File: src/rtl/ptcc_pkg.sv
// Package for the periodic timer counter control block: offsets, fields, resets, enums.
// Assumes a 32-bit classic Wishbone register bus with one byte register per aligned word.
package ptcc_pkg;

  // Register byte addresses (one aligned word each)
  localparam logic [5:0] OFS_CONTROL_A   = 6'h00;
  localparam logic [5:0] OFS_CONTROL_B   = 6'h04;
  localparam logic [5:0] OFS_COUNT_LOW   = 6'h08;
  localparam logic [5:0] OFS_COUNT_HIGH  = 6'h0C;
  localparam logic [5:0] OFS_CMP_A_LOW   = 6'h10;
  localparam logic [5:0] OFS_CMP_A_HIGH  = 6'h14;
  localparam logic [5:0] OFS_PERIOD_LOW  = 6'h18;
  localparam logic [5:0] OFS_PERIOD_HIGH = 6'h1C;
  localparam logic [5:0] OFS_IRQ_STATUS  = 6'h20;
  localparam logic [5:0] OFS_IRQ_MASK    = 6'h24;

  // Field positions in timer_control_a
  localparam int POS_PAUSE  = 7;
  localparam int POS_CLKSEL = 4;
  localparam int POS_ON_OFF = 3;
  // Field positions in timer_control_b
  localparam int POS_MODE   = 6;
  localparam int POS_OUTSEL = 4;
  localparam int POS_OUTCTL = 3;
  localparam int POS_POLAR  = 2;
  localparam int POS_CCLR   = 0;
  // Interrupt status bits
  localparam int POS_IRQ_A  = 0;
  localparam int POS_IRQ_P  = 1;

  // Reset values
  localparam logic [7:0] RST_CONTROL_A = 8'h00;
  localparam logic [7:0] RST_CONTROL_B = 8'h00;
  localparam logic [15:0] RST_WORD     = 16'h0000;
  localparam logic [1:0] RST_IRQ       = 2'h0;
  localparam logic [7:0] CTRL_A_MASK   = 8'hF8;   // Bits 2..0 unimplemented

  // Prescaler divide counts
  localparam int DIV_SYS4  = 4;
  localparam int DIV_H16   = 16;
  localparam int DIV_H64   = 64;

  // Clock select codes
  typedef enum logic [2:0] {
    PTCC_CK_SYS4 = 3'h0,
    PTCC_CK_SYS  = 3'h1,
    PTCC_CK_H16  = 3'h2,
    PTCC_CK_H64  = 3'h3,
    PTCC_CK_SUBA = 3'h4,
    PTCC_CK_SUBB = 3'h5,
    PTCC_CK_RISE = 3'h6,
    PTCC_CK_FALL = 3'h7
  } ptcc_clksel_type;

  // Operating modes
  typedef enum logic [1:0] {
    PTCC_MD_CMP  = 2'h0,
    PTCC_MD_CAP  = 2'h1,
    PTCC_MD_PWM  = 2'h2,
    PTCC_MD_TMR  = 2'h3
  } ptcc_mode_type;

  // Bus access state, one-hot
  typedef enum logic [1:0] {
    PTCC_BS_IDLE = 2'b01,
    PTCC_BS_ACK  = 2'b10
  } ptcc_bus_type;

  // Control byte A as fields
  typedef struct packed {
    logic            pause;
    ptcc_clksel_type clk_sel;
    logic            on_off;
    logic [2:0]      unused;
  } ptcc_ctrl_a_type;

  // Control byte B as fields
  typedef struct packed {
    ptcc_mode_type mode;
    logic [1:0]    out_sel;
    logic          out_ctl;
    logic          polarity;
    logic          capt_src;
    logic          cnt_clr_a;
  } ptcc_ctrl_b_type;

  // Wishbone request bundle
  typedef struct packed {
    logic        cyc;
    logic        stb;
    logic        we;
    logic [3:0]  sel;
    logic [5:0]  adr;
    logic [31:0] dat;
  } ptcc_wb_req_type;

endpackage

File: src/rtl/ptcc_tick_gen.sv
// Counter tick source: internal prescaled ticks and synchronised external pin edges.
// Assumes high clock and subclock arrive as single-cycle enables on the system clock.
`timescale 1ns/100ps
`default_nettype none
module ptcc_tick_gen
  import ptcc_pkg::*;
(
  // Clock and reset
  input  wire logic             clk_i,
  input  wire logic             rst_i,
  // Source selection
  input  wire ptcc_pkg::ptcc_clksel_type clk_sel_i,
  // Clock sources
  input  wire logic             high_tick_i,
  input  wire logic             sub_tick_i,
  input  wire logic             ext_clk_pin_i,
  // Selected tick
  output logic                  tick_o
);
  import ptcc_pkg::*;

  logic [1:0] sys_div_r;
  logic [5:0] h_div_r;
  logic       pin_s1_r;
  logic       pin_s2_r;
  logic       pin_s3_r;

  ////////////////////////////////////////////////////////////////////////////
  // Free-running prescalers; no reset on select change keeps it simple
  always_ff @(posedge clk_i) begin
    if (rst_i) begin
      sys_div_r <= 2'h0;
    end else begin
      sys_div_r <= sys_div_r + 2'h1;
    end
  end

  // High clock divider counts high clock ticks only
  always_ff @(posedge clk_i) begin
    if (rst_i) begin
      h_div_r <= 6'h00;
    end else if (high_tick_i) begin
      h_div_r <= h_div_r + 6'h01;
    end
  end

  // Pin passes two flops before the edge detector reads it
  always_ff @(posedge clk_i) begin
    if (rst_i) begin
      pin_s1_r <= 1'b0;
      pin_s2_r <= 1'b0;
      pin_s3_r <= 1'b0;
    end else begin
      pin_s1_r <= ext_clk_pin_i;
      pin_s2_r <= pin_s1_r;
      pin_s3_r <= pin_s2_r;
    end
  end

  // Source mux, one pulse per qualifying event
  always_comb begin
    case (clk_sel_i)
      PTCC_CK_SYS4: tick_o = (sys_div_r == 2'(DIV_SYS4 - 1));
      PTCC_CK_SYS:  tick_o = 1'b1;
      PTCC_CK_H16:  tick_o = high_tick_i && (h_div_r[3:0] == 4'(DIV_H16 - 1));
      PTCC_CK_H64:  tick_o = high_tick_i && (h_div_r == 6'(DIV_H64 - 1));
      PTCC_CK_SUBA: tick_o = sub_tick_i;
      PTCC_CK_SUBB: tick_o = sub_tick_i;
      PTCC_CK_RISE: tick_o = pin_s2_r && !pin_s3_r;
      PTCC_CK_FALL: tick_o = !pin_s2_r && pin_s3_r;
      default:      tick_o = 1'b0;
    endcase
  end

endmodule
`default_nettype wire

File: src/rtl/ptcc_timer.sv
// Periodic timer counter control: register file, 16-bit counter, comparators, output pin.
// Assumes a classic Wishbone master on the system clock and tick enables for other clocks.
`timescale 1ns/100ps
`default_nettype none

module ptcc_timer
  import ptcc_pkg::*;
(
  // Clock and reset
  input  wire logic         clk_i,
  input  wire logic         rst_i,
  // Wishbone slave
  input  wire logic         wb_cyc_i,
  input  wire logic         wb_stb_i,
  input  wire logic         wb_we_i,
  input  wire logic [3:0]   wb_sel_i,
  input  wire logic [5:0]   wb_adr_i,
  input  wire logic [31:0]  wb_dat_i,
  output logic [31:0]       wb_dat_o,
  output logic              wb_ack_o,
  // Clock sources
  input  wire logic         high_tick_i,
  input  wire logic         sub_tick_i,
  input  wire logic         ext_clk_pin_i,
  // Timer outputs
  output logic              timer_out_o,
  output logic              timer_out_oe_o,
  output logic              unit_enable_o,
  output logic              irq_o
);
  import ptcc_pkg::*;

  ptcc_wb_req_type  req;
  ptcc_bus_type     bus_state_r;
  ptcc_ctrl_a_type  ctrl_a_r;
  ptcc_ctrl_b_type  ctrl_b_r;
  logic [15:0]      count_r;
  logic [15:0]      cmp_a_r;
  logic [15:0]      period_r;
  logic [1:0]       irq_status_r;
  logic [1:0]       irq_mask_r;
  logic             on_prev_r;
  logic             pin_level_r;
  logic [31:0]      rd_data;
  logic             tick;
  logic             advance;
  logic             match_a;
  logic             match_p;
  logic             overflow;
  logic             clear_cnt;
  logic             ev_a;
  logic             ev_p;
  logic             on_rise;
  logic             wr_hit;
  logic             rd_stat;
  logic [1:0]       irq_nxt;

  assign req = '{cyc: wb_cyc_i, stb: wb_stb_i, we: wb_we_i, sel: wb_sel_i, adr: wb_adr_i, dat: wb_dat_i};

  ////////////////////////////////////////////////////////////////////////////
  // Tick source
  ptcc_tick_gen u_tick (
    .clk_i         (clk_i),
    .rst_i         (rst_i),
    .clk_sel_i     (ctrl_a_r.clk_sel),
    .high_tick_i   (high_tick_i),
    .sub_tick_i    (sub_tick_i),
    .ext_clk_pin_i (ext_clk_pin_i),
    .tick_o        (tick)
  );

  ////////////////////////////////////////////////////////////////////////////
  // Bus handshake: one ack per request, then a dead cycle
  always_ff @(posedge clk_i) begin
    if (rst_i) begin
      bus_state_r <= PTCC_BS_IDLE;
    end else begin
      case (bus_state_r)
        PTCC_BS_IDLE: begin
          if (req.cyc && req.stb) begin
            bus_state_r <= PTCC_BS_ACK;
          end
        end
        PTCC_BS_ACK:  bus_state_r <= PTCC_BS_IDLE;
        default:      bus_state_r <= PTCC_BS_IDLE;
      endcase
    end
  end

  // Write and read-clear strobes fire only in the request's first cycle
  assign wr_hit  = (bus_state_r == PTCC_BS_IDLE) && req.cyc && req.stb && req.we && req.sel[0];
  assign rd_stat = (bus_state_r == PTCC_BS_IDLE) && req.cyc && req.stb && !req.we
                   && (req.adr == OFS_IRQ_STATUS);

  // Read mux; unmapped addresses read zero and still ack
  always_comb begin
    rd_data = 32'h0000_0000;
    case (req.adr)
      OFS_CONTROL_A:   rd_data[7:0] = ctrl_a_r & CTRL_A_MASK;
      OFS_CONTROL_B:   rd_data[7:0] = ctrl_b_r;
      OFS_COUNT_LOW:   rd_data[7:0] = count_r[7:0];
      OFS_COUNT_HIGH:  rd_data[7:0] = count_r[15:8];
      OFS_CMP_A_LOW:   rd_data[7:0] = cmp_a_r[7:0];
      OFS_CMP_A_HIGH:  rd_data[7:0] = cmp_a_r[15:8];
      OFS_PERIOD_LOW:  rd_data[7:0] = period_r[7:0];
      OFS_PERIOD_HIGH: rd_data[7:0] = period_r[15:8];
      OFS_IRQ_STATUS:  rd_data[1:0] = irq_status_r;
      OFS_IRQ_MASK:    rd_data[1:0] = irq_mask_r;
      default:         rd_data = 32'h0000_0000;
    endcase
  end

  // Registered ack, raised by the taking edge itself for one cycle
  always_ff @(posedge clk_i) begin
    if (rst_i) begin
      wb_ack_o <= 1'b0;
    end else begin
      wb_ack_o <= (bus_state_r == PTCC_BS_IDLE) && req.cyc && req.stb;
    end
  end

  // Read data captured at the taking edge; stands while ack is high
  always_ff @(posedge clk_i) begin
    if (rst_i) begin
      wb_dat_o <= 32'h0000_0000;
    end else begin
      wb_dat_o <= rd_data;
    end
  end

  ////////////////////////////////////////////////////////////////////////////
  // Control byte A; counter registers have no write path at all
  always_ff @(posedge clk_i) begin
    if (rst_i) begin
      ctrl_a_r <= ptcc_ctrl_a_type'(RST_CONTROL_A);
    end else if (wr_hit && req.adr == OFS_CONTROL_A) begin
      ctrl_a_r <= ptcc_ctrl_a_type'(req.dat[7:0] & CTRL_A_MASK);
    end
  end

  // Control byte B; mode changes are safest while the unit is off
  always_ff @(posedge clk_i) begin
    if (rst_i) begin
      ctrl_b_r <= ptcc_ctrl_b_type'(RST_CONTROL_B);
    end else if (wr_hit && req.adr == OFS_CONTROL_B) begin
      ctrl_b_r <= ptcc_ctrl_b_type'(req.dat[7:0]);
    end
  end

  // First compare value, byte at a time; no latching between halves
  always_ff @(posedge clk_i) begin
    if (rst_i) begin
      cmp_a_r <= RST_WORD;
    end else if (wr_hit && req.adr == OFS_CMP_A_LOW) begin
      cmp_a_r[7:0] <= req.dat[7:0];
    end else if (wr_hit && req.adr == OFS_CMP_A_HIGH) begin
      cmp_a_r[15:8] <= req.dat[7:0];
    end
  end

  // Period compare value, byte at a time
  always_ff @(posedge clk_i) begin
    if (rst_i) begin
      period_r <= RST_WORD;
    end else if (wr_hit && req.adr == OFS_PERIOD_LOW) begin
      period_r[7:0] <= req.dat[7:0];
    end else if (wr_hit && req.adr == OFS_PERIOD_HIGH) begin
      period_r[15:8] <= req.dat[7:0];
    end
  end

  ////////////////////////////////////////////////////////////////////////////
  // Counter core
  // Rising edge of the on/off bit restarts count, and restarts output in compare mode only
  assign on_rise  = ctrl_a_r.on_off && !on_prev_r;
  assign advance  = tick && ctrl_a_r.on_off && !ctrl_a_r.pause;
  // Full-width compares; period zero means wrap at overflow instead
  assign match_a  = advance && (count_r + 16'h0001 == cmp_a_r);
  assign match_p  = advance && (period_r != 16'h0000) && (count_r + 16'h0001 == period_r);
  // Overflow wraps to zero by itself; flagged only with period zero
  assign overflow = advance && (count_r == 16'hFFFF);
  assign ev_a     = match_a;
  assign ev_p     = !ctrl_b_r.cnt_clr_a && (match_p || (overflow && period_r == 16'h0000));
  // Clear source follows the clear-select bit
  assign clear_cnt = ctrl_b_r.cnt_clr_a ? match_a : (match_p || overflow);

  // On edge tracker
  always_ff @(posedge clk_i) begin
    if (rst_i) begin
      on_prev_r <= 1'b0;
    end else begin
      on_prev_r <= ctrl_a_r.on_off;
    end
  end

  // Off or paused leaves count untouched, so residue is kept
  always_ff @(posedge clk_i) begin
    if (rst_i) begin
      count_r <= RST_WORD;
    end else if (on_rise) begin
      count_r <= RST_WORD;
    end else if (clear_cnt) begin
      count_r <= RST_WORD;
    end else if (advance) begin
      count_r <= count_r + 16'h0001;
    end
  end

  ////////////////////////////////////////////////////////////////////////////
  // Compare-match output pin
  always_ff @(posedge clk_i) begin
    if (rst_i) begin
      pin_level_r <= 1'b0;
    end else if (ctrl_b_r.mode == PTCC_MD_CMP) begin
      if (on_rise) begin
        pin_level_r <= ctrl_b_r.out_ctl;
      end else if (ev_a) begin
        case (ctrl_b_r.out_sel)
          2'h1:    pin_level_r <= 1'b0;
          2'h2:    pin_level_r <= 1'b1;
          2'h3:    pin_level_r <= !pin_level_r;
          default: pin_level_r <= pin_level_r;
        endcase
      end
    end
  end

  // Pin level after polarity; held while the unit is off
  always_ff @(posedge clk_i) begin
    if (rst_i) begin
      timer_out_o <= 1'b0;
    end else begin
      timer_out_o <= pin_level_r ^ ctrl_b_r.polarity;
    end
  end

  // Pin driven only outside timer/counter mode
  always_ff @(posedge clk_i) begin
    if (rst_i) begin
      timer_out_oe_o <= 1'b0;
    end else begin
      timer_out_oe_o <= (ctrl_b_r.mode != PTCC_MD_TMR);
    end
  end

  // Power gate follows the on/off bit, one cycle late
  always_ff @(posedge clk_i) begin
    if (rst_i) begin
      unit_enable_o <= 1'b0;
    end else begin
      unit_enable_o <= ctrl_a_r.on_off;
    end
  end

  ////////////////////////////////////////////////////////////////////////////
  // Sticky interrupt flags; a new event wins over the read clear
  always_comb begin
    irq_nxt = rd_stat ? 2'h0 : irq_status_r;
    if (ev_a) begin
      irq_nxt[POS_IRQ_A] = 1'b1;
    end
    if (ev_p) begin
      irq_nxt[POS_IRQ_P] = 1'b1;
    end
  end

  // Status register takes the merged set and clear
  always_ff @(posedge clk_i) begin
    if (rst_i) begin
      irq_status_r <= RST_IRQ;
    end else begin
      irq_status_r <= irq_nxt;
    end
  end

  // Mask register, same layout as status
  always_ff @(posedge clk_i) begin
    if (rst_i) begin
      irq_mask_r <= RST_IRQ;
    end else if (wr_hit && req.adr == OFS_IRQ_MASK) begin
      irq_mask_r <= req.dat[1:0];
    end
  end

  // Level request from next status, so it drops with the clearing read
  always_ff @(posedge clk_i) begin
    if (rst_i) begin
      irq_o <= 1'b0;
    end else begin
      irq_o <= |(irq_nxt & irq_mask_r);
    end
  end

endmodule
`default_nettype wire

File: config.mk
export PLATFORM = sky130hd
export DESIGN_NAME = ptcc_timer
export DESIGN_NICKNAME = d
export VERILOG_FILES = /design/src/rtl/ptcc_pkg.sv /design/src/rtl/ptcc_tick_gen.sv /design/src/rtl/ptcc_timer.sv
export SDC_FILE = /design/constraint.sdc
export NUM_CORES = 1
export LEC_CHECK = 0
export BUFFER_PORTS_ARGS = -buffer_cell sky130_fd_sc_hd__buf_2
export CAP_MARGIN = 10
export CELL_PAD_IN_SITES_DETAIL_PLACEMENT = 1
export CELL_PAD_IN_SITES_GLOBAL_PLACEMENT = 2
export CORE_MARGIN = 2
export CORE_UTILIZATION = 38
export DETAILED_ROUTE_END_ITERATION = 8
export GPL_ROUTABILITY_DRIVEN = 1
export PLACE_DENSITY_LB_ADDON = 0.2
export SYNTH_ARGS = -nofsm -noshare
export SYNTH_HDL_FRONTEND = slang
export SYNTH_SLANG_ARGS = --single-unit
File: constraint.sdc
create_clock -name clk_i -period 8.3 [get_ports clk_i]
set_input_delay 1.66 -clock clk_i [delete_from_list [all_inputs] [get_ports clk_i]]
set_output_delay 1.66 -clock clk_i [all_outputs]
set_load 0.02 [all_outputs]
; Word level (Yosys, flattened, before mapping)
; Cells that the tools add are included.
[word_totals]
out_inout_bits = 37
wordCells = 125
register_bits = 116
[op_classes]
bitwise_logic = 5
n_mux = 10
addsub = 3
n_eq_ne = 27
n_reduce_logical = 50
[op_table]
columns = cell, count
row1 = case mux 6 bit (8 select lines), 1
row2 = == test 16 bit, 2
row3 = logical AND 1 bit, 27
row4 = == test 6 x 5 -> 1 bit (second input constant), 4
row5 = == test 6 bit (second input constant), 3
row6 = case mux 2 bit (9 select lines), 1
row7 = adder 16 x 1 -> 16 bit (second input constant), 1
row8 = == test 16 bit (second input constant), 1
row9 = logical NOT 16 bit, 1
row10 = nonzero test 16 bit, 1
row11 = == test 3 bit (second input constant), 4
row12 = == test 6 x 4 -> 1 bit (second input constant), 2
row13 = logical NOT 1 bit, 7
row14 = case mux 1 bit (7 select lines), 1
row15 = adder 6 x 1 -> 6 bit (second input constant), 1
row16 = == test 2 bit (second input constant), 3
row17 = == test 3 x 2 -> 1 bit (second input constant), 2
row18 = == test 6 x 3 -> 1 bit (second input constant), 1
row19 = logical NOT 6 bit, 1
row20 = OR reduction 2 bit, 3
row21 = two-way mux 1 bit, 5
row22 = == test 2 x 1 -> 1 bit (second input constant), 2
row23 = == test 4 bit (second input constant), 1
row24 = AND reduction 2 bit, 2
row25 = other kinds (15), 18

; Longest topological paths before layout
[depth]
ltp_word = 12
mapped_depth = 11

; Hierarchy
; A second synthesis with hierarchy kept.
[hier_totals]
cells_unflattened = 639
area_unflattened_um2 = 5480.3
[modules_own_cells]
columns = mod, cells_each, area_each_um2, n_inst
row1 = ptcc_timer, 596, 5039.8, 1
row2 = ptcc_tick_gen, 43, 440.4, 1

; Worst setup path after synthesis
; No wires, ideal clock.
[synth_path]
path_type = input port to flip-flop
startpoint = input port high_tick_i
endpoint = register count_r[0]
arrival_time_ns = 3.428
setup_slack_ns = 4.734
cell_stages = 8
required_time_ns = 8.162
path_cell_list = nand4_1 a211o_1 a311oi_4 o221a_2 nand4_1 mux2i_4 buf_6 nor3_2
[synth_between]
elab_chain_len = 9
elab_cells_between_ends = 12
[synth_rtl]
columns = item, line_no
row1 = from (decl), ptcc_timer.sv:22  ; input wire logic high_tick_i,
row2 = logical AND 1 bit (on tied branches), "ptcc_tick_gen.sv:66, ptcc_tick_gen.sv:65"
row3 = case mux 1 bit (7 select lines) *, ptcc_tick_gen.sv:62  ; case (clk_sel_i)
row4 = logical AND 1 bit * (2 in series), ptcc_timer.sv:176  ; assign advance = tick && ctrl_a_r.on_off && !ctrl_a_r.pause;
row5 = logical AND 1 bit (2 in series), ptcc_timer.sv:179  ; assign match_p = advance && (period_r != 16'h0000) && (count_r + 16'h0001 == period_r);
row6 = logical OR 1 bit, ptcc_timer.sv:185  ; assign clear_cnt = ctrl_b_r.cnt_clr_a ? match_a : (match_p || overflow);
row7 = two-way mux 1 bit, ptcc_timer.sv:185
row8 = OR reduction 3 bit (no source line), --
row9 = to (signal assigned), ptcc_timer.sv:205  ; count_r <= count_r + 16'h0001;
row10 = to (decl), ptcc_timer.sv:37  ; logic [15:0] count_r;
; Mark *: on every way between the ends. The rest lies on a longest branch, timed or not.
; A chain may end at the register's enable or synchronous reset.

; Worst setup path after layout
[layout_path]
startpoint = input port high_tick_i
endpoint = register count_r[14]
; Same word-level chain as after synthesis.

==> results.ini <==
[run_status]
outcome = complete, no violations

[detailed_routing]
drt_iter0_drc = 243
ant_nets = 0
first_pass_iters = 5
vias = 4486
via_per_inst = 5.63
drc = 0
wl_per_cell_um = 20.6
wl_mm = 16.4

[synthesis]
syn_area_mm2 = 0.00542
yosysWarnings = 0
synth.avg_cell_area_um2 = 9.03
syn_inst = 600
synthTopCellsByArea = dfxtp_1 34%, mux2i_1 10%, nor2_1 5.3%
yosysTopAreaCell = dfxtp_1
ys_ff_latch = 92
async_reset_ff_share_pct = 0
yosysTopAreaCellShare_pct = 34.0
seq_area_frac_synth_pct = 34.0
yosysUniqueCellTypes = 76
synth_ff_type = dfxtp_1
synth_edf_count = 0

[die]
die_h_um = 123
num_rows = 43
core_area_mm2 = 0.0139
dieArea_mm2 = 0.0152
pin_count = 87
chipWidth_um = 123
start_util_pct = 39.0

[power]
switchingPower_mw = 0.218
ir_drop_v = 0.000116
pwr-share-comb_pct = 5.2
power_frac_seq_pct = 49.1
intPower_mw = 0.691
p_per_area_mw_per_mm2 = 155
switching_share_pct = 24.0
pwr-share-clk_pct = 45.7
p_leak_nw = 2.12

[clocking]
clock_path_buffers = 2
clock-root-buffer = clkbuf_16
cts_setup_buffers = 0
cts_tree = built
clk_pin_slew_ns = 0.07
clock_latency_ns = 0.35
cts_resized = 0
cts_made_buffers = 9
hold_buffers = 0
cts_sinks = 92
htree_num_levels = 3

[finish]
diodes = 0
final_cell_count_no_fill = 797
areaGrowthSynthToFinish_pct = 8.36
nNetsFinal = 668
drive_gt1_share_pct = 15.7

[timing]
period_needed_ns = 4.39
max_freq_mhz = 228
tns_ns = 0
worstMarginPinSlew_ns = 1.00
rsz0062_at_grt = false
fin_skew_ns = 0.00892
slew_headroom_pct = 32.7
post-route-period-util_pct = 52.8
slew_violations = 0
hold_viol = 0
setup_viol = 0

[global_route]
grt_use_total_pct = 22.7
overflow = 0
grt_pass1_vias = 4568
grt_pass1_wl_mm = 25.9
grt_max_degree = 68
antenna_found_initial = 0

[worst_setup_path]
startpoint_type = input pin
required_ns = 8.50
critPathKind = input pin to register
end_kind = register
crit_chain = buf_2 -> nand4_1 -> a211o_1 -> a311oi_4 -> buf_4 -> o221a_2 -> nand4_1 -> mux2i_4 -> nor4_1
slowest_stage = mux2i_4
rrSetupSlack_ns = 4.22
crit_arrival_ns = 4.58
critical-path-top-cell-by-count = nand4_1
critPathMaxStageDelay_ns = 0.76
worstPathMaxFanout = 18

[placement]
io_buffer_count = 35
dp.cells = 782
dp_hpwl_mm = 12.2
place.gp.congestion = 0.913

[hold_path]
min_path_type = register to register

[flow_run]
drv_cap = 0

## logic make-up after synthesis
kind of cell	after synthesis	share of synthesized area [%]
simple gates	231	24.3
buf+inv	69	7.18
flops	92	34.0
xor+xnor	55	9.15
other cells	1	0.0692
mux	64	12.8
fa+ha+maj	5	1.16
compound gates	83	11.3
## power by group through the flow
stage          clock (mW)  combinational [mW]  sequential, mW
2_1_floorplan           0              0.0384           0.457
3_3_place_gp            0              0.0460           0.457
3_5_place_dp            0              0.0474           0.457
4_1_cts             0.427              0.0475           0.447
5_1_grt             0.445              0.0515           0.447
6_report            0.415              0.0471           0.447
## placed cells by master (no fill, tap or decap), drive strengths merged, types with 5 or more instances in the layout
cell type	Yosys	routed
a22oi	5	5
buf	40	39
o2111ai	5	5
ha	5	5
o21ai	15	15
nand2	36	36
clkbuf	20	10
xor2	23	23
nor4	16	16
a21oi	16	16
conb	1	24
nand2b	6	6
nor3	30	30
nand4	10	10
a31oi	8	8
xnor2	31	31
and3	8	8
inv	9	10
nand3	15	15
nor2b	9	9
mux2i	55	55
nor2	78	78
a22o	5	5
mux2	7	7
dfxtp	92	92
## stage by stage
step                      instance area, um^2  setup WS [ns]  hold slack [ns]  total power, mW  util (%)
after floorplan                          5500           4.73            0.399            0.495         -
after global placement                   5580           3.61            0.409            0.503      40.2
after detailed placement                 5580           3.55            0.425            0.504      40.2
after CTS                                5870           3.92            0.435            0.921      42.3
final                                    5870           3.91            0.427            0.909      42.3
after global routing                     5870           3.86            0.446            0.943      42.3
## worst max-delay path: cells and delay by family
family | cells | cell delay [ns]
AO/OA/AOI/OAI | 3 | 0.91
buffers and inverters | 2 | 0.44
multiplexers | 1 | 0.76
AND/OR/NAND/NOR | 3 | 0.80
## area by class of cell
| class | instances | area [um^2] |
|---|---|---|
| multi-input combinational | 462 | 3270 |
| sequential | 92 | 1840 |
| clock inverter | 5 | 62.6 |
| fill | 1621 | 8010 |
| inverter | 9 | 33.8 |
| timing repair buffer | 39 | 205 |
| tap | 180 | 225 |
| clock buffer | 10 | 229 |
## per-layer routing
layer | wire length, um | GRT usage (%)
met4 | 257 | 5.40
met5 | 0 | 0
met1 | 7490 | 29.1
met3 | 531 | 4.15
met2 | 8170 | 39.3
## sequential cells by signal (all words and copies together) (netlist names)
name,flops
wb_dat_o,8
count_r,16
timer_out_oe_o,1
wb_ack_o,1
ctrl_a_r,5
unit_enable_o,1
irq_o,1
u_tick.pin_s2_r,1
u_tick.pin_s1_r,1
u_tick.h_div_r,6
ctrl_b_r,8
irq_mask_r,2
cmp_a_r,16
u_tick.sys_div_r,2
irq_status_r,2
timer_out_o,1
pin_level_r,1
bus_state_r,2
u_tick.pin_s3_r,1
period_r,16
## final timing paths
kind | to | startpoint | depth (start not counted)
worst min register to register | u_tick.sys_div_r[0] | u_tick.sys_div_r[0] | 1
worst max-delay path | count_r[14] | high_tick_i | 9
worst min-delay path | u_tick.sys_div_r[0] | u_tick.sys_div_r[0] | 1
worst max register to register | count_r[14] | count_r[3] | 8
## synthesized netlist by cell type, types with 3 or more instances
cell type	n
a21oi_1	16
nand3_1	12
o21ai_0	14
nor3_1	16
dfxtp_1	92
buf_2	7
nand2b_1	6
nor2b_1	9
mux2i_1	54
and3_1	8
nand4_1	9
and2_1	4
nor2_1	76
nor3b_1	4
or3_1	3
nor3_2	13
inv_1	9
xor2_1	23
a31oi_1	7
nor4_2	4
mux2_2	6
o2111ai_1	5
a22oi_1	5
buf_4	26
nor4_1	10
buf_6	3
buf_1	4
a221oi_1	4
nand2_1	35
a22o_1	5
clkbuf_1	19
xnor2_1	31
ha_1	5
(Power assumes the default switching activity.)
